## src/logic/cpo_pkg.sv

```systemverilog
// constants, types and helpers shared by the pointer and register op group
// What this block does
// RULE_01: field shift-right of C drops one digit, zero enters field top digit
// RULE_02: C and flag byte swap in one cycle, legal right after arithmetic
// RULE_03: table read takes two cycles, C digits 6..3 addressed in the second
// RULE_04: fetched word lands in C digits 2..0, top two bits forced zero
// RULE_05: fetch marker output withheld while table read word is on the bus
// RULE_06: pointer load copies C digits 2..0 into register address pointer
// RULE_07: register address pointer lives at memory location 804000 hex
// RULE_08: register store writes C to pointed register over RAM bus, RAM select on
// RULE_09: in turbo, store runs at bus speed for unimplemented or peripheral register
// RULE_10: pointer step down moves to next lower digit in one cycle, no subtraction
// RULE_11: pointer codes map to digit positions 0 through 13 as tabled
// RULE_12: step down of codes 0000 through 0110 follows the lower table half
// RULE_13: step down of codes 1000 through 1110 follows upper half, digit 0 wraps to 13
// RULE_14: display off is a one-cycle bus-speed no-op; display controller blanks
// RULE_15: carry flag is cleared at the end of every instruction in the group
// RULE_16: swap exchanges C digits 1..0 with flag byte bits 7..0 only
package cpo_pkg;

  localparam int          DIGITS       = 14;
  localparam int          DIGIT_W      = 4;
  localparam int          C_W          = DIGITS * DIGIT_W;
  localparam int          FLAG_W       = 14;
  localparam int          SWAP_W       = 8;
  localparam int          INSTR_W      = 10;
  localparam int          RADDR_W      = 12;
  localparam int          MADDR_W      = 24;
  localparam int          ISA_W        = 16;

  // instruction encodings
  localparam logic [9:0]  OP_SHIFT_MASK = 10'h3E3;
  localparam logic [9:0]  OP_SHIFT_VAL  = 10'h3C2;
  localparam logic [9:0]  OP_SWAP       = 10'h3D8;
  localparam logic [9:0]  OP_TABLE      = 10'h330;
  localparam logic [9:0]  OP_LOAD_PTR   = 10'h270;
  localparam logic [9:0]  OP_STORE      = 10'h2F0;
  localparam logic [9:0]  OP_PTR_DOWN   = 10'h3D4;
  localparam logic [9:0]  OP_DISP_OFF   = 10'h2E0;
  localparam int          FSEL_LSB      = 2;

  // field positions inside C
  localparam int          TBL_ADDR_LSB  = 12;
  localparam int          LOW3_W        = 12;
  localparam logic [1:0]  WORD_PAD      = 2'h0;
  localparam logic [MADDR_W-1:0] REG_PTR_LOC = 24'h804000;
  localparam logic [11:0] RAM_BASE_HI   = 12'h000;

  // field select codes
  localparam logic [2:0]  FS_PT   = 3'h0;
  localparam logic [2:0]  FS_X    = 3'h1;
  localparam logic [2:0]  FS_WPT  = 3'h2;
  localparam logic [2:0]  FS_W    = 3'h3;
  localparam logic [2:0]  FS_PQ   = 3'h4;
  localparam logic [2:0]  FS_XS   = 3'h5;
  localparam logic [2:0]  FS_M    = 3'h6;
  localparam logic [2:0]  FS_S    = 3'h7;
  localparam logic [3:0]  DG_0    = 4'h0;
  localparam logic [3:0]  DG_2    = 4'h2;
  localparam logic [3:0]  DG_3    = 4'h3;
  localparam logic [3:0]  DG_12   = 4'hC;
  localparam logic [3:0]  DG_13   = 4'hD;

  // reset values
  localparam logic [3:0]  PTR_RESET = 4'hE;

  typedef enum logic [0:0] {
    PH_IDLE  = 1'b0,
    PH_TABLE = 1'b1
  } cpo_phase_t;

  typedef struct packed {
    logic               valid;
    logic [INSTR_W-1:0] code;
  } cpo_instr_t;

  typedef struct packed {
    logic [MADDR_W-1:0] addr;
    logic [C_W-1:0]     wdata;
    logic               ram_cs;
    logic               we;
  } cpo_mem_bus_t;

  // pointer code to digit position
  function automatic logic [3:0] ptr_digit(input logic [3:0] p);
    unique case (p)
      4'hE: ptr_digit = 4'h0; // RULE_11
      4'hC: ptr_digit = 4'h1;
      4'h8: ptr_digit = 4'h2;
      4'h0: ptr_digit = 4'h3;
      4'h1: ptr_digit = 4'h4;
      4'h2: ptr_digit = 4'h5;
      4'h5: ptr_digit = 4'h6;
      4'hA: ptr_digit = 4'h7;
      4'h4: ptr_digit = 4'h8;
      4'h9: ptr_digit = 4'h9;
      4'h3: ptr_digit = 4'hA;
      4'h6: ptr_digit = 4'hB;
      4'hD: ptr_digit = 4'hC;
      4'hB: ptr_digit = 4'hD;
      default: ptr_digit = 4'h0;
    endcase
  endfunction

  // next lower digit position; unused codes 0111 and 1111 stay put
  function automatic logic [3:0] ptr_down(input logic [3:0] p);
    unique case (p)
      4'h0: ptr_down = 4'h8; // RULE_12
      4'h1: ptr_down = 4'h0;
      4'h2: ptr_down = 4'h1;
      4'h3: ptr_down = 4'h9;
      4'h4: ptr_down = 4'hA;
      4'h5: ptr_down = 4'h2;
      4'h6: ptr_down = 4'h3;
      4'h8: ptr_down = 4'hC; // RULE_13
      4'h9: ptr_down = 4'h4;
      4'hA: ptr_down = 4'h5;
      4'hB: ptr_down = 4'hD;
      4'hC: ptr_down = 4'hE;
      4'hD: ptr_down = 4'h6;
      4'hE: ptr_down = 4'hB; // RULE_13
      default: ptr_down = p;
    endcase
  endfunction

endpackage

```

## src/logic/cpo_reg_class.sv

```systemverilog
// classifies a register address as fast RAM or bus-speed target
module cpo_reg_class #(
  parameter logic [11:0] IMPL_LIMIT  = 12'h200,
  parameter logic [11:0] PERIPH_BASE = 12'h0F0,
  parameter logic [11:0] PERIPH_TOP  = 12'h0FF
) (
  input  wire logic [11:0] reg_addr,
  output logic             slow_target
);
  // peripheral window sits inside the implemented range, so it is ORed with the limit test
  always_comb begin
    slow_target = (reg_addr >= IMPL_LIMIT) ||
                  ((reg_addr >= PERIPH_BASE) && (reg_addr <= PERIPH_TOP));
  end
endmodule

```

## src/logic/cpo_exec.sv

```systemverilog
// execution of the field shift, swap, table read, pointer and store ops
module cpo_exec #(
  parameter logic [11:0] IMPL_LIMIT  = 12'h200,
  parameter logic [11:0] PERIPH_BASE = 12'h0F0,
  parameter logic [11:0] PERIPH_TOP  = 12'h0FF
) (
  input  wire logic                      clk_sys,
  input  wire logic                      nrst,
  input  wire logic                      clk_en,
  input  wire cpo_pkg::cpo_instr_t       instr,
  input  wire logic                      fetch_in,
  input  wire logic                      turbo_mode,
  input  wire logic [cpo_pkg::INSTR_W-1:0] isa_data,
  input  wire logic                      c_load,
  input  wire logic [cpo_pkg::C_W-1:0]   c_wdata,
  input  wire logic                      flag_load,
  input  wire logic [cpo_pkg::FLAG_W-1:0] flag_wdata,
  input  wire logic                      ptr_load,
  input  wire logic [3:0]                ptr_wdata,
  input  wire logic                      carry_set,
  output logic [cpo_pkg::C_W-1:0]        c_reg,
  output logic [cpo_pkg::FLAG_W-1:0]     flag_byte,
  output logic [3:0]                     ptr,
  output logic [cpo_pkg::RADDR_W-1:0]    reg_ptr,
  output logic                           carry,
  output logic                           busy,
  output logic                           fetch_marker,
  output logic [cpo_pkg::ISA_W-1:0]      isa_addr,
  output logic                           isa_addr_en,
  output cpo_pkg::cpo_mem_bus_t          mem_bus,
  output logic                           bus_speed,
  output logic                           done
);
  import cpo_pkg::*;

  typedef struct packed {
    cpo_phase_t            phase;
    logic [C_W-1:0]        c;
    logic [FLAG_W-1:0]     flags;
    logic [3:0]            ptr;
    logic [RADDR_W-1:0]    reg_ptr;
    logic                  carry;
    logic [ISA_W-1:0]      isa_addr;
    logic                  isa_addr_en;
    cpo_mem_bus_t          mem;
    logic                  bus_speed;
    logic                  done;
  } cpo_state_t;

  cpo_state_t state;
  cpo_state_t next_state;
  logic       slow_target;
  logic       accept;

  // lower and upper digit of the selected field
  function automatic logic [7:0] field_bounds(input logic [2:0] fs,
                                              input logic [3:0] pdig);
    logic [3:0] lo;
    logic [3:0] hi;
    lo = DG_0;
    hi = DG_13;
    unique case (fs)
      FS_PT:  begin
        lo = pdig;
        hi = pdig;
      end
      FS_X:   begin
        lo = DG_0;
        hi = DG_2;
      end
      FS_WPT: begin
        lo = DG_0;
        hi = pdig;
      end
      FS_W:   begin
        lo = DG_0;
        hi = DG_13;
      end
      FS_PQ:  begin
        lo = pdig;
        hi = DG_13;
      end
      FS_XS:  begin
        lo = DG_2;
        hi = DG_2;
      end
      FS_M:   begin
        lo = DG_3;
        hi = DG_12;
      end
      FS_S:   begin
        lo = DG_13;
        hi = DG_13;
      end
    endcase
    field_bounds = {hi, lo};
  endfunction

  // one-digit right shift inside [lo, hi], zero into the top digit
  function automatic logic [C_W-1:0] shift_field(input logic [C_W-1:0] c,
                                                 input logic [3:0]     lo,
                                                 input logic [3:0]     hi);
    logic [C_W-1:0] r;
    logic [C_W-1:0] s;
    r = c;
    // pre-shifted copy keeps every digit select inside the vector
    s = c >> DIGIT_W;
    for (int i = 0; i < DIGITS; i++) begin
      if ((4'(i) >= lo) && (4'(i) <= hi)) begin
        if (4'(i) == hi) begin
          r[i*DIGIT_W +: DIGIT_W] = DG_0; // RULE_01
        end else begin
          r[i*DIGIT_W +: DIGIT_W] = s[i*DIGIT_W +: DIGIT_W]; // RULE_01
        end
      end
    end
    shift_field = r;
  endfunction

  // register class lookup for the turbo speed decision
  cpo_reg_class #(
    .IMPL_LIMIT  (IMPL_LIMIT),
    .PERIPH_BASE (PERIPH_BASE),
    .PERIPH_TOP  (PERIPH_TOP)
  ) u_class (
    .reg_addr    (state.reg_ptr),
    .slow_target (slow_target)
  );

  // new instructions are ignored while the table read occupies its second cycle
  assign accept = instr.valid && (state.phase == PH_IDLE);

  // next state
  always_comb begin
    logic [7:0] bounds;
    bounds = field_bounds(instr.code[FSEL_LSB +: 3], ptr_digit(state.ptr)); // RULE_11
    next_state = state;
    // bus strobes and pulses last one cycle
    next_state.mem.we      = 1'b0;
    next_state.mem.ram_cs  = 1'b0;
    next_state.isa_addr_en = 1'b0;
    next_state.bus_speed   = 1'b0;
    next_state.done        = 1'b0;
    if (c_load) begin
      next_state.c = c_wdata;
    end
    if (flag_load) begin
      next_state.flags = flag_wdata;
    end
    if (ptr_load) begin
      next_state.ptr = ptr_wdata;
    end
    // carry comes from the rest of the datapath; a group op below still clears it
    if (carry_set) begin
      next_state.carry = 1'b1;
    end
    if (state.phase == PH_TABLE) begin
      // word sampled at the end of the address cycle
      next_state.c[LOW3_W-1:0] = {WORD_PAD, isa_data}; // RULE_04
      next_state.carry = 1'b0; // RULE_15
      next_state.done  = 1'b1;
      next_state.phase = PH_IDLE; // RULE_03
    end else if (accept) begin
      if ((instr.code & OP_SHIFT_MASK) == OP_SHIFT_VAL) begin
        next_state.c = shift_field(state.c, bounds[3:0], bounds[7:4]); // RULE_01
        next_state.carry = 1'b0; // RULE_15
        next_state.done  = 1'b1;
      end else begin
        unique case (instr.code)
          OP_SWAP: begin
            // no pipeline hazard to guard: swap reads registered C directly
            next_state.c[SWAP_W-1:0]     = state.flags[SWAP_W-1:0]; // RULE_02
            next_state.flags[SWAP_W-1:0] = state.c[SWAP_W-1:0]; // RULE_16
            next_state.carry = 1'b0; // RULE_15
            next_state.done  = 1'b1;
          end
          OP_TABLE: begin
            // address goes out registered, so it stands during cycle two
            next_state.isa_addr    = state.c[TBL_ADDR_LSB +: ISA_W]; // RULE_03
            next_state.isa_addr_en = 1'b1; // RULE_03
            next_state.phase       = PH_TABLE; // RULE_03
          end
          OP_LOAD_PTR: begin
            next_state.reg_ptr   = state.c[RADDR_W-1:0]; // RULE_06
            next_state.mem.addr  = REG_PTR_LOC; // RULE_07
            next_state.mem.wdata = {{(C_W-RADDR_W){1'b0}}, state.c[RADDR_W-1:0]}; // RULE_07
            next_state.mem.we    = 1'b1; // RULE_07
            next_state.carry = 1'b0; // RULE_15
            next_state.done  = 1'b1;
          end
          OP_STORE: begin
            next_state.mem.addr   = {RAM_BASE_HI, state.reg_ptr}; // RULE_08
            next_state.mem.wdata  = state.c; // RULE_08
            next_state.mem.we     = 1'b1; // RULE_08
            next_state.mem.ram_cs = 1'b1; // RULE_08
            next_state.bus_speed  = turbo_mode && slow_target; // RULE_09
            next_state.carry = 1'b0; // RULE_15
            next_state.done  = 1'b1;
          end
          OP_PTR_DOWN: begin
            next_state.ptr   = ptr_down(state.ptr); // RULE_10
            next_state.carry = 1'b0; // RULE_15
            next_state.done  = 1'b1;
          end
          OP_DISP_OFF: begin
            // nothing for the core; the display controller watches the stream
            next_state.bus_speed = turbo_mode; // RULE_14
            next_state.carry = 1'b0; // RULE_15
            next_state.done  = 1'b1;
          end
          default: begin
            next_state.done = 1'b0;
          end
        endcase
      end
    end
  end

  // state register, frozen while clk_en is low
  always_ff @(posedge clk_sys or negedge nrst) begin
    if (!nrst) begin
      state.phase       <= PH_IDLE;
      state.c           <= '0;
      state.flags       <= '0;
      state.ptr         <= PTR_RESET;
      state.reg_ptr     <= '0;
      state.carry       <= 1'b0;
      state.isa_addr    <= '0;
      state.isa_addr_en <= 1'b0;
      state.mem         <= '0;
      state.bus_speed   <= 1'b0;
      state.done        <= 1'b0;
    end else if (clk_en) begin
      state <= next_state;
    end
  end

  // marker blanked while the table word is on the program bus
  assign fetch_marker = fetch_in && (state.phase != PH_TABLE); // RULE_05
  assign busy         = (state.phase == PH_TABLE);
  assign c_reg        = state.c;
  assign flag_byte    = state.flags;
  assign ptr          = state.ptr;
  assign reg_ptr      = state.reg_ptr;
  assign carry        = state.carry;
  assign isa_addr     = state.isa_addr;
  assign isa_addr_en  = state.isa_addr_en;
  assign mem_bus      = state.mem;
  assign bus_speed    = state.bus_speed;
  assign done         = state.done;

endmodule

```

## config.mk

```make
export PLATFORM = sky130hd
export DESIGN_NAME = cpo_exec
export DESIGN_NICKNAME = d
export VERILOG_FILES = /design/src/logic/cpo_pkg.sv /design/src/logic/cpo_reg_class.sv /design/src/logic/cpo_exec.sv
export SDC_FILE = /design/constraint.sdc
export NUM_CORES = 1
export LEC_CHECK = 0
export BUFFER_PORTS_ARGS = -buffer_cell sky130_fd_sc_hd__clkbuf_2
export CAP_MARGIN = 20
export CORE_ASPECT_RATIO = 1.1
export CORE_MARGIN = 2
export CORE_UTILIZATION = 35
export DETAILED_ROUTE_END_ITERATION = 8
export HOLD_SLACK_MARGIN = 0.02
export PLACE_DENSITY = 0.7
export SETUP_SLACK_MARGIN = 0.2
export SYNTH_ARGS = -nofsm -noshare
export SYNTH_HDL_FRONTEND = slang
export SYNTH_SLANG_ARGS = --single-unit
```

## constraint.sdc

```tcl
create_clock -name clk_sys -period 4.05 [get_ports clk_sys]
set_input_delay 1.0125 -clock clk_sys [delete_from_list [all_inputs] [get_ports clk_sys]]
set_output_delay 1.0125 -clock clk_sys [all_outputs]
set_load 0.03 [all_outputs]
```

==> results of run 1 <==
worst max-delay path: stages (launching register included):
cell and delay [ns]:
dfstp_2 0.60, inv_1 0.09, ha_1 0.40, mux2i_1 0.22, o21a_1 0.41, nand3_1 0.21
a21o_1 0.22, a31oi_2 0.35, mux2_2 0.38
Yosys cell counts, types with 3 or more instances:
cell type	count	area [µm²]
a22o_1	58	508
or2_2	3	18.8
nor4_4	3	63.8
mux2_1	4	45.0
nor2b_1	4	25.0
a32oi_1	5	43.8
a21oi_1	38	190
nand4_1	4	25.0
o21ai_1	3	15.0
clkbuf_1	20	75.1
a211oi_1	15	113
dfstp_2	3	78.8
nor3_1	11	55.1
mux2_2	90	1010
nand3_1	13	65.1
a31oi_1	15	93.8
buf_1	3	11.3
mux2i_1	50	500
o22ai_1	15	93.8
nand2b_1	3	18.8
and3b_1	3	26.3
nor3b_1	3	22.5
nor2_1	45	169
o21bai_1	3	22.5
a31oi_2	4	50.1
a22oi_1	7	52.6
o21ai_0	30	150
a21o_1	5	37.5
dfrtp_1	174	4350
buf_4	17	128
nand2_1	37	139
o2bb2ai_1	24	210
inv_1	11	41.3
buf_2	23	115
o221ai_1	3	26.3
ha_1	4	50.1
a21oi_2	8	70.1
layer usage:
metal	wire [µm]	up-vias	track usage (%)
met3	1590	51	3.61
met5	0	-	0
met1	12500	4006	27.3
met2	14600	321	34.8
met4	881	0	7.73
li1	-	3639	-
placed cells by master, fill, tap and decap left out, types with 4 or more instances in the layout:
cell type,instances
a31oi_2,4
a21oi_2,8
o22ai_1,15
clkbuf_2,281
nand3_1,13
nor3_1,11
mux2i_1,50
a211oi_1,15
inv_6,5
o21ai_0,30
mux2_2,90
o2bb2ai_1,24
conb_1,10
ha_1,4
buf_4,14
a21oi_1,38
mux2_1,4
nand4_1,4
inv_1,11
nor2_1,43
nand2_1,37
dfrtp_1,174
a31oi_1,15
a32oi_1,5
nor2b_1,4
a22o_1,58
a22oi_1,7
a21o_1,5
clkbuf_16,17
stage by stage:
step / setup slack (ns) / utilization (%) / total power, W / instance area, µm² / instances
2_1_floorplan: 1.27 / - / 0.00301 / 9340 / 833
3_3_place_gp: 0.908 / 42.0 / 0.00350 / 11000 / 1417
3_5_place_dp: 0.773 / 42.0 / 0.00352 / 11000 / 1417
4_1_cts: 1.07 / 44.2 / 0.00509 / 11500 / 1448
5_1_grt: 0.873 / 44.2 / 0.00529 / 11500 / 1448
6_report: 1.04 / 44.2 / 0.00506 / 11500 / 1448
logic make-up (layout without fill, tap and decap cells):
family / count (synthesis) / count (layout) / share of synthesized area (%)
AOI/OAI and AO/OA: 252 / 252 / 20.0
DFF: 177 / 177 / 47.7
and+or+nand+nor: 169 / 169 / 10.7
muxes: 144 / 144 / 16.8
buffers and inverters: 77 / 340 / 4.26
adders and majority gates: 4 / 4 / 0.538
other: 1 / 10 / 0.0403
layout make-up:
type | instances | area (µm²)
clock inverter | 12 | 101
fill | 2517 | 14600
timing repair buffer | 297 | 1550
clock buffer | 19 | 453
inverter | 12 | 45.0
sequential | 177 | 4430
multi-input combinational | 579 | 4520
tap | 352 | 440
how the worst max path moves through the flow:
stage | startpoint | slack [ns] | cells past startpoint | endpoint
3_3_place_gp | instr[2] | 0.91 | 6 | c_reg[5]
3_5_place_dp | instr[2] | 0.77 | 6 | c_reg[6]
6_report | ptr[1] | 1.04 | 8 | c_reg[39]
4_1_cts | ptr[0] | 1.07 | 8 | c_reg[39]
5_1_grt | ptr[0] | 0.87 | 8 | c_reg[39]
2_1_floorplan | instr[2] | 1.27 | 7 | isa_addr[10]
report_power, final:
part           switching (W)  leakage (nW)  internal (W)  total (W)
sequential          0.000311          2.28       0.00193    0.00224
clock               0.000742         0.269      0.000830    0.00157
combinational       0.000800          3.03      0.000444    0.00124
total                0.00185          5.58       0.00321    0.00506
==> impl_metrics.yaml, run 1 <==
clock_tree:
  cts_buffer_depth: 2
  htree_num_levels: 4
  cts_num_sinks: 177
  hold_buffers: 0
  clk_pin_slew_worst_paths_ns: 0.07
  cts_tree: "built"
  cts_buffers: 17
  clock-root-buffer: "clkbuf_16"
  cts_resized: 0
  cts_setup_buffers: 0
  insertion_delay_ns: 0.44
placement:
  hpwl_um: 21800
  portBuffers: 283
  gp_congestion: 0.929
timing:
  clock-skew-final_ns: 0.00909
  slew_viol_final: 0
  fin_crit_ns: 3.01
  hold_viol: 0
  setup-tns-final_ns: 0
  fmax_ghz: 0.333
  hold_ws_ns: 0.486
  rsz0062_at_grt: "false"
  relSlewSlack_pct: 42.2
  setup_viol: 0
  worst_pin_slew_ns: 0.867
  post-route-period-util_pct: 74.2
floorplan:
  dieWidth_um: 159
  start_util_pct: 35.6
  coreArea_um2: 26100
  die-area_um2: 27900
  ios: 294
  row_count: 62
  chipHeight_um: 175
pwr:
  pwr_density_cell_nw_per_um2: 438
  ir_drop_mv: 0.221
  p_leak_nw: 5.58
global_route:
  grt_pass1_wl_um: 45500
  gr-total-overflow: 0
  grt_usage_pct: 20.9
  grt_max_degree: 84
  grt_pass1_vias: 7699
  antenna_found_initial: 2
yosys:
  syn_avg_cell_area_um2: 11.3
  synth_ff_type: "dfrtp_1"
  yosys_warnings: 0
  synth_edf_count: 0
  ys_async_sr_fraction_pct: 100
  ys_ff_latch: 177
  postSynthCellCount: 824
  seq_area_frac_synth_pct: 47.7
  syn_area_um2: 9300
  ys_types: 83
hold_path:
  min_path_type: "register to register"
  min_delay_worst_endpoint: "mem_bus[57]"
  hp-start: "mem_bus[57]"
  min_path_cells: 2
route:
  vias: 8017
  wire_per_inst_um: 20.4
  wl_um: 29600
  antenna_left: 0
  dr.first_iter.drc_count: 607
  drtPass1Iterations: 5
  via_per_inst: 5.54
  post-route-drc-count: 0
job:
  maxCapViolations: 0
final_layout:
  final_nets: 1192
  diodes: 0
  drive_above_1_share_pct: 42.6
  area_delta_synth_final_pct: 24.1
  largest_register_ffs: 71
setup_path:
  ff2ff_setup_slack_ns: 1.04
  r2r_start: "ptr[1]"
  end_kind: "register"
  r2r-end: "c_reg[39]"
  crit_type: "register to register"
  arrival_ns: 3.33
  worstSetupStartpointType: "register"
  r2r_cells: 8
  crit_fanout: 9
  cp.required_ns: 4.37
status:
  outcome: "finished, final reports clean"
Note: power is estimated with default switching activity, not from simulation.
==> run 2, diff against run 1 <==
PLACE_DENSITY = 0.73   (was 0.7)
clock period = 2.55 ns   (was 4.05 ns; I/O delays follow)
==> impl_metrics.yaml, run 2 (synthesis gave the netlist of run 1 again) <==
status:
  outcome: "finished, final reports clean"
timing:
  fin_crit_ns: 2.55
  clock-skew-final_ns: 0.0136
  hold_viol: 0
  slew_viol_final: 0
  relSlewSlack_pct: 54.0
  post-route-period-util_pct: 99.9
  hold_ws_ns: 0.182
  setup_viol: 0
  rsz0062_at_grt: "true"
  worst_pin_slew_ns: 0.682
  fmax_ghz: 0.392
route:
  wl_um: 32200
  wire_per_inst_um: 21.2
  dr.first_iter.drc_count: 748
  drtPass1Iterations: 5
  post-route-drc-count: 0
  via_per_inst: 5.56
  antenna_left: 0
  vias: 8441
pwr:
  ir_drop_mv: 0.387
  pwr_density_cell_nw_per_um2: 693
  p_leak_nw: 6.15
floorplan:
  chipHeight_um: 175
  dieWidth_um: 159
  coreArea_um2: 26100
  row_count: 62
  start_util_pct: 35.6
  die-area_um2: 27900
  ios: 294
setup_path:
  worstSetupStartpointType: "register"
  end_kind: "register"
  crit_type: "register to register"
  arrival_ns: 2.86
  cp.required_ns: 2.86
  crit_fanout: 9
placement:
  placed_area_um2: 11500
  portBuffers: 283
  dpl.cell_count: 1468
  gp_congestion: 0.972
  hpwl_um: 23600
clock_tree:
  cts_buffer_depth: 2
  cts_tree: "built"
  insertion_delay_ns: 0.43
  cts_num_sinks: 177
  htree_num_levels: 4
  hold_buffers: 0
  cts_buffers: 17
  clock-root-buffer: "clkbuf_16"
  clk_pin_slew_worst_paths_ns: 0.08
global_route:
  grt_pass1_wl_um: 48800
  gr-total-overflow: 0
  grt_pass1_vias: 8246
  grt_usage_pct: 22.3
  grt_max_degree: 60
  antenna_found_initial: 3
final_layout:
  final_nets: 1259
  stdcell_count: 1517
  layout_commonest_cell: "clkbuf_2"
  area_delta_synth_final_pct: 37.3
  largest_register_ffs: 71
  drive_above_1_share_pct: 50.5
  final_cell_mix: "clkbuf_2 (281), dfrtp_1 (173), mux2_2 (68), buf_4 (68), a22o_1 (58)"
  final_area_um2: 12800
hold_path:
  min_path_type: "input port to async pin"
job:
  maxCapViolations: 0
## run 2: cell count changes in the layout (fill, tap and decap cells not counted), sizes merged
| cell | previous run | this run |
|---|---|---|
| buf | 15 | 82 |
| bufinv | 0 | 3 |
| clkbuf | 301 | 300 |
| clkinv | 4 | 2 |
| diode | 0 | 1 |
| inv | 18 | 19 |
## run 2: final timing paths
check | startpoint | cells past startpoint | to | slack [ns]
setup / recovery | ptr[1] | 9 | c_reg[36] | 0.002
hold / removal | nrst | 1 | mem_bus[65] | 0.18
setup reg to reg | ptr[1] | 9 | c_reg[36] | 0.002
hold reg to reg | mem_bus[57] | 2 | mem_bus[57] | 0.50
max in group asynchronous | nrst | 2 | c_reg[19] | 1.60
min in group clk_sys | flag_wdata[11] | 2 | flag_byte[11] | 0.43
## run 2: report_power, final
group / switching, W / internal, W / total, W
registers: 0.000495 / 0.00307 / 0.00356
clock network: 0.00122 / 0.00161 / 0.00282
logic: 0.00148 / 0.000990 / 0.00247
## run 2: routing by layer
metal | routed length (µm) | GRT usage [%] | part of all wire, % | up-vias
met1 | 13300 | 28.4 | 41 | 4238
met3 | 1860 | 4.46 | 5.8 | 69
met2 | 16000 | 37.4 | 50 | 358
met5 | 12 | 0 | 0.037 | -
li1 | - | - | - | 3774
met4 | 1040 | 9.02 | 3.2 | 2
## run 2: what timing repair did
action | in CTS | in global routing
pin swaps | 8 | 8
buffers inserted | 9 | 6
setup endpoints to repair | 55 | 56
gates resized for setup | 45 | 57
## run 2: metrics by stage
| step | power [W] | utilization [%] | TNS, ns | setup WS [ns] |
|---|---|---|---|---|
| finish | 0.00886 | 48.9 | 0 | 0.00167 |
| global route | 0.00922 | 48.9 | -0.795 | -0.0852 |
| CTS | 0.00872 | 47.6 | 0 | 0.0486 |
| detailed placement | 0.00574 | 44.0 | -2.26 | -0.131 |
| global placement | 0.00571 | 44.0 | -1.47 | -0.0707 |
| floorplan | 0.00482 | - | 0 | 0.0274 |
## run 2: cell type report
cell class | instances | area [µm²]
clock inverters | 14 | 191
clock buffers | 18 | 439
multi-input cells | 579 | 5070
well taps | 352 | 440
diodes | 1 | 2.50
repair buffers | 364 | 2140
flip-flops and latches | 177 | 4440
fillers | 2365 | 13400
inverters | 12 | 47.5
## run 2: worst max-delay path, stage by stage, from the launching register on
cell,delay [ns]
dfstp_2,0.58
buf_4,0.12
buf_4,0.11
ha_4,0.20
nor3b_4,0.08
o22a_4,0.27
nor3_4,0.21
o21ai_0,0.20
a31oi_4,0.29
mux2_2,0.36
==> run 3, diff against run 2 <==
SETUP_SLACK_MARGIN = not set   (was 0.2)
==> impl_metrics.yaml, run 3 (synthesis gave the netlist of run 1 again) <==
timing:
  worst_pin_slew_ns: 0.997
  relSlewSlack_pct: 33.5
  slew_viol_final: 0
  setup_viol: 0
  rsz0062_at_grt: "true"
  fin_crit_ns: 2.54
  fmax_ghz: 0.394
  post-route-period-util_pct: 99.6
  hold_viol: 0
  clock-skew-final_ns: 0.00793
clock_tree:
  insertion_delay_ns: 0.44
  cts_buffer_depth: 2
  clk_pin_slew_worst_paths_ns: 0.07
  cts_num_sinks: 177
  clock-root-buffer: "clkbuf_16"
  cts_buffers: 17
  htree_num_levels: 4
  cts_tree: "built"
final_layout:
  drive_above_1_share_pct: 48.2
  utilization_pct: 47.3
  largest_register_ffs: 71
  stdcell_count: 1516
  final_nets: 1258
  fillers: 2450
  final_cell_mix: "clkbuf_2 (281), dfrtp_1 (173), mux2_2 (90)"
  area_delta_synth_final_pct: 32.8
  layout_commonest_cell: "clkbuf_2"
floorplan:
  dieWidth_um: 159
  chipHeight_um: 175
  start_util_pct: 35.6
  ios: 294
  coreArea_um2: 26100
  row_count: 62
  die-area_um2: 27900
setup_path:
  r2r_start: "ptr[1]"
  crit_fanout: 8
  crit_chain: "inv_2 -> ha_4 -> or4_4 -> nand3_4 -> nor2_1 -> o32a_1 -> a21o_1 -> mux2_4"
  end_kind: "register"
  worstSetupStartpointType: "register"
  critPathMaxStageDelay_ns: 0.57
  path_delay_family: "simple AND/OR/NAND/NOR gates"
  critPathSlowestCell: "dfstp_2"
  crit_type: "register to register"
  ff2ff_setup_slack_ns: 0.009
  r2r_cells: 8
  crit_buf_inv: 1
  cp.required_ns: 2.88
  arrival_ns: 2.87
  r2r-end: "c_reg[8]"
global_route:
  grt_max_degree: 57
  antenna_found_initial: 2
  grt_pass1_wl_um: 47300
  grt_pass1_vias: 8074
  gr-total-overflow: 0
  grt_usage_pct: 21.8
route:
  post-route-drc-count: 0
  drtPass1Iterations: 7
  vias: 8318
  antenna_left: 0
  dr.first_iter.drc_count: 675
  wire_per_inst_um: 20.4
  via_per_inst: 5.49
  wl_um: 30900
pwr:
  pwr_density_cell_nw_per_um2: 690
  p_leak_nw: 6.01
  total_power_w: 0.00853
  ir_drop_mv: 0.396
hold_path:
  min_path_type: "input port to async pin"
placement:
  portBuffers: 283
  dpl.cell_count: 1477
  hpwl_um: 23400
  gp_congestion: 0.953
job:
  maxCapViolations: 0
status:
  outcome: "finished, final reports clean"
[run 3: changes by cell type in the layout (fill, tap and decap cells not counted), moves of 3 or more]
cell     change
mux2_4      -24
mux2_2      +22
buf_6        -7
buf_4        +6
a21oi_4      -4
a31oi_1      +3
a31oi_4      -3
o21ai_0      +3
o21ai_4      -3
[run 3: routing by layer]
layer / wire (µm) / global-route usage [%]
met5: 13 / 0
met4: 969 / 8.22
met3: 1710 / 4.01
met2: 15100 / 35.9
met1: 13200 / 28.8
[run 3: repair_timing]
action | 4_1_cts | 5_1_grt
endpoints found under the setup margin | 37 | 56
hold buffers | 0 | 0
endpoints found under the hold margin | 0 | 0
pin swaps | 4 | 6
gates resized for setup | 9 | 25
setup buffers | 3 | 3
[run 3: worst max-delay path by stage]
stage                     end  slack [ns]  cells past startpoint   start
floorplan            c_reg[8]        0.01                      8  ptr[1]
global placement     c_reg[7]       -0.03                      9  ptr[1]
detailed placement  c_reg[39]        -0.1                      8  ptr[1]
CTS                  c_reg[5]       -0.02                      8  ptr[0]
global route        c_reg[17]       -0.07                      8  ptr[1]
finish               c_reg[8]       0.009                      8  ptr[1]
[run 3: final cells by class]
class	count	area (µm²)	area share, %
Sequential cell	177	4430	35.9
Clock inverter	14	173	1.40
Tap cell	352	440	3.56
Multi-Input combinational cell	579	4710	38.1
Inverter	12	45.0	0.364
Timing Repair Buffer	363	2120	17.1
Antenna cell	1	2.50	0.0202
Clock buffer	18	439	3.55
[run 3: report_power, final]
| part | total [W] | internal [W] | switching, W | leakage, nW |
|---|---|---|---|---|
| Sequential | 0.00353 | 0.00307 | 0.000466 | 2.28 |
| Clock | 0.00273 | 0.00150 | 0.00122 | 0.293 |
| Combinational | 0.00227 | 0.000875 | 0.00139 | 3.43 |
[run 3: metrics by stage]
step	setup slack [ns]	hold WS [ns]	cell area [µm²]	setup TNS, ns
after floorplan	0.00998	0.342	9360	0
after global placement	-0.0298	0.465	11500	-0.305
after detailed placement	-0.0963	0.475	11500	-1.43
after CTS	-0.0167	0.196	12200	-0.0490
after global routing	-0.0730	0.207	12400	-1.02
final	0.00903	0.173	12400	0
[run 3: worst register-to-register path, cell delays in order (launching register included)]
cell     delay [ns]
dfstp_2        0.57
inv_2          0.06
ha_4           0.25
or4_4          0.50
nand3_4        0.13
nor2_1         0.05
o32a_1         0.33
a21o_1         0.23
mux2_4         0.31
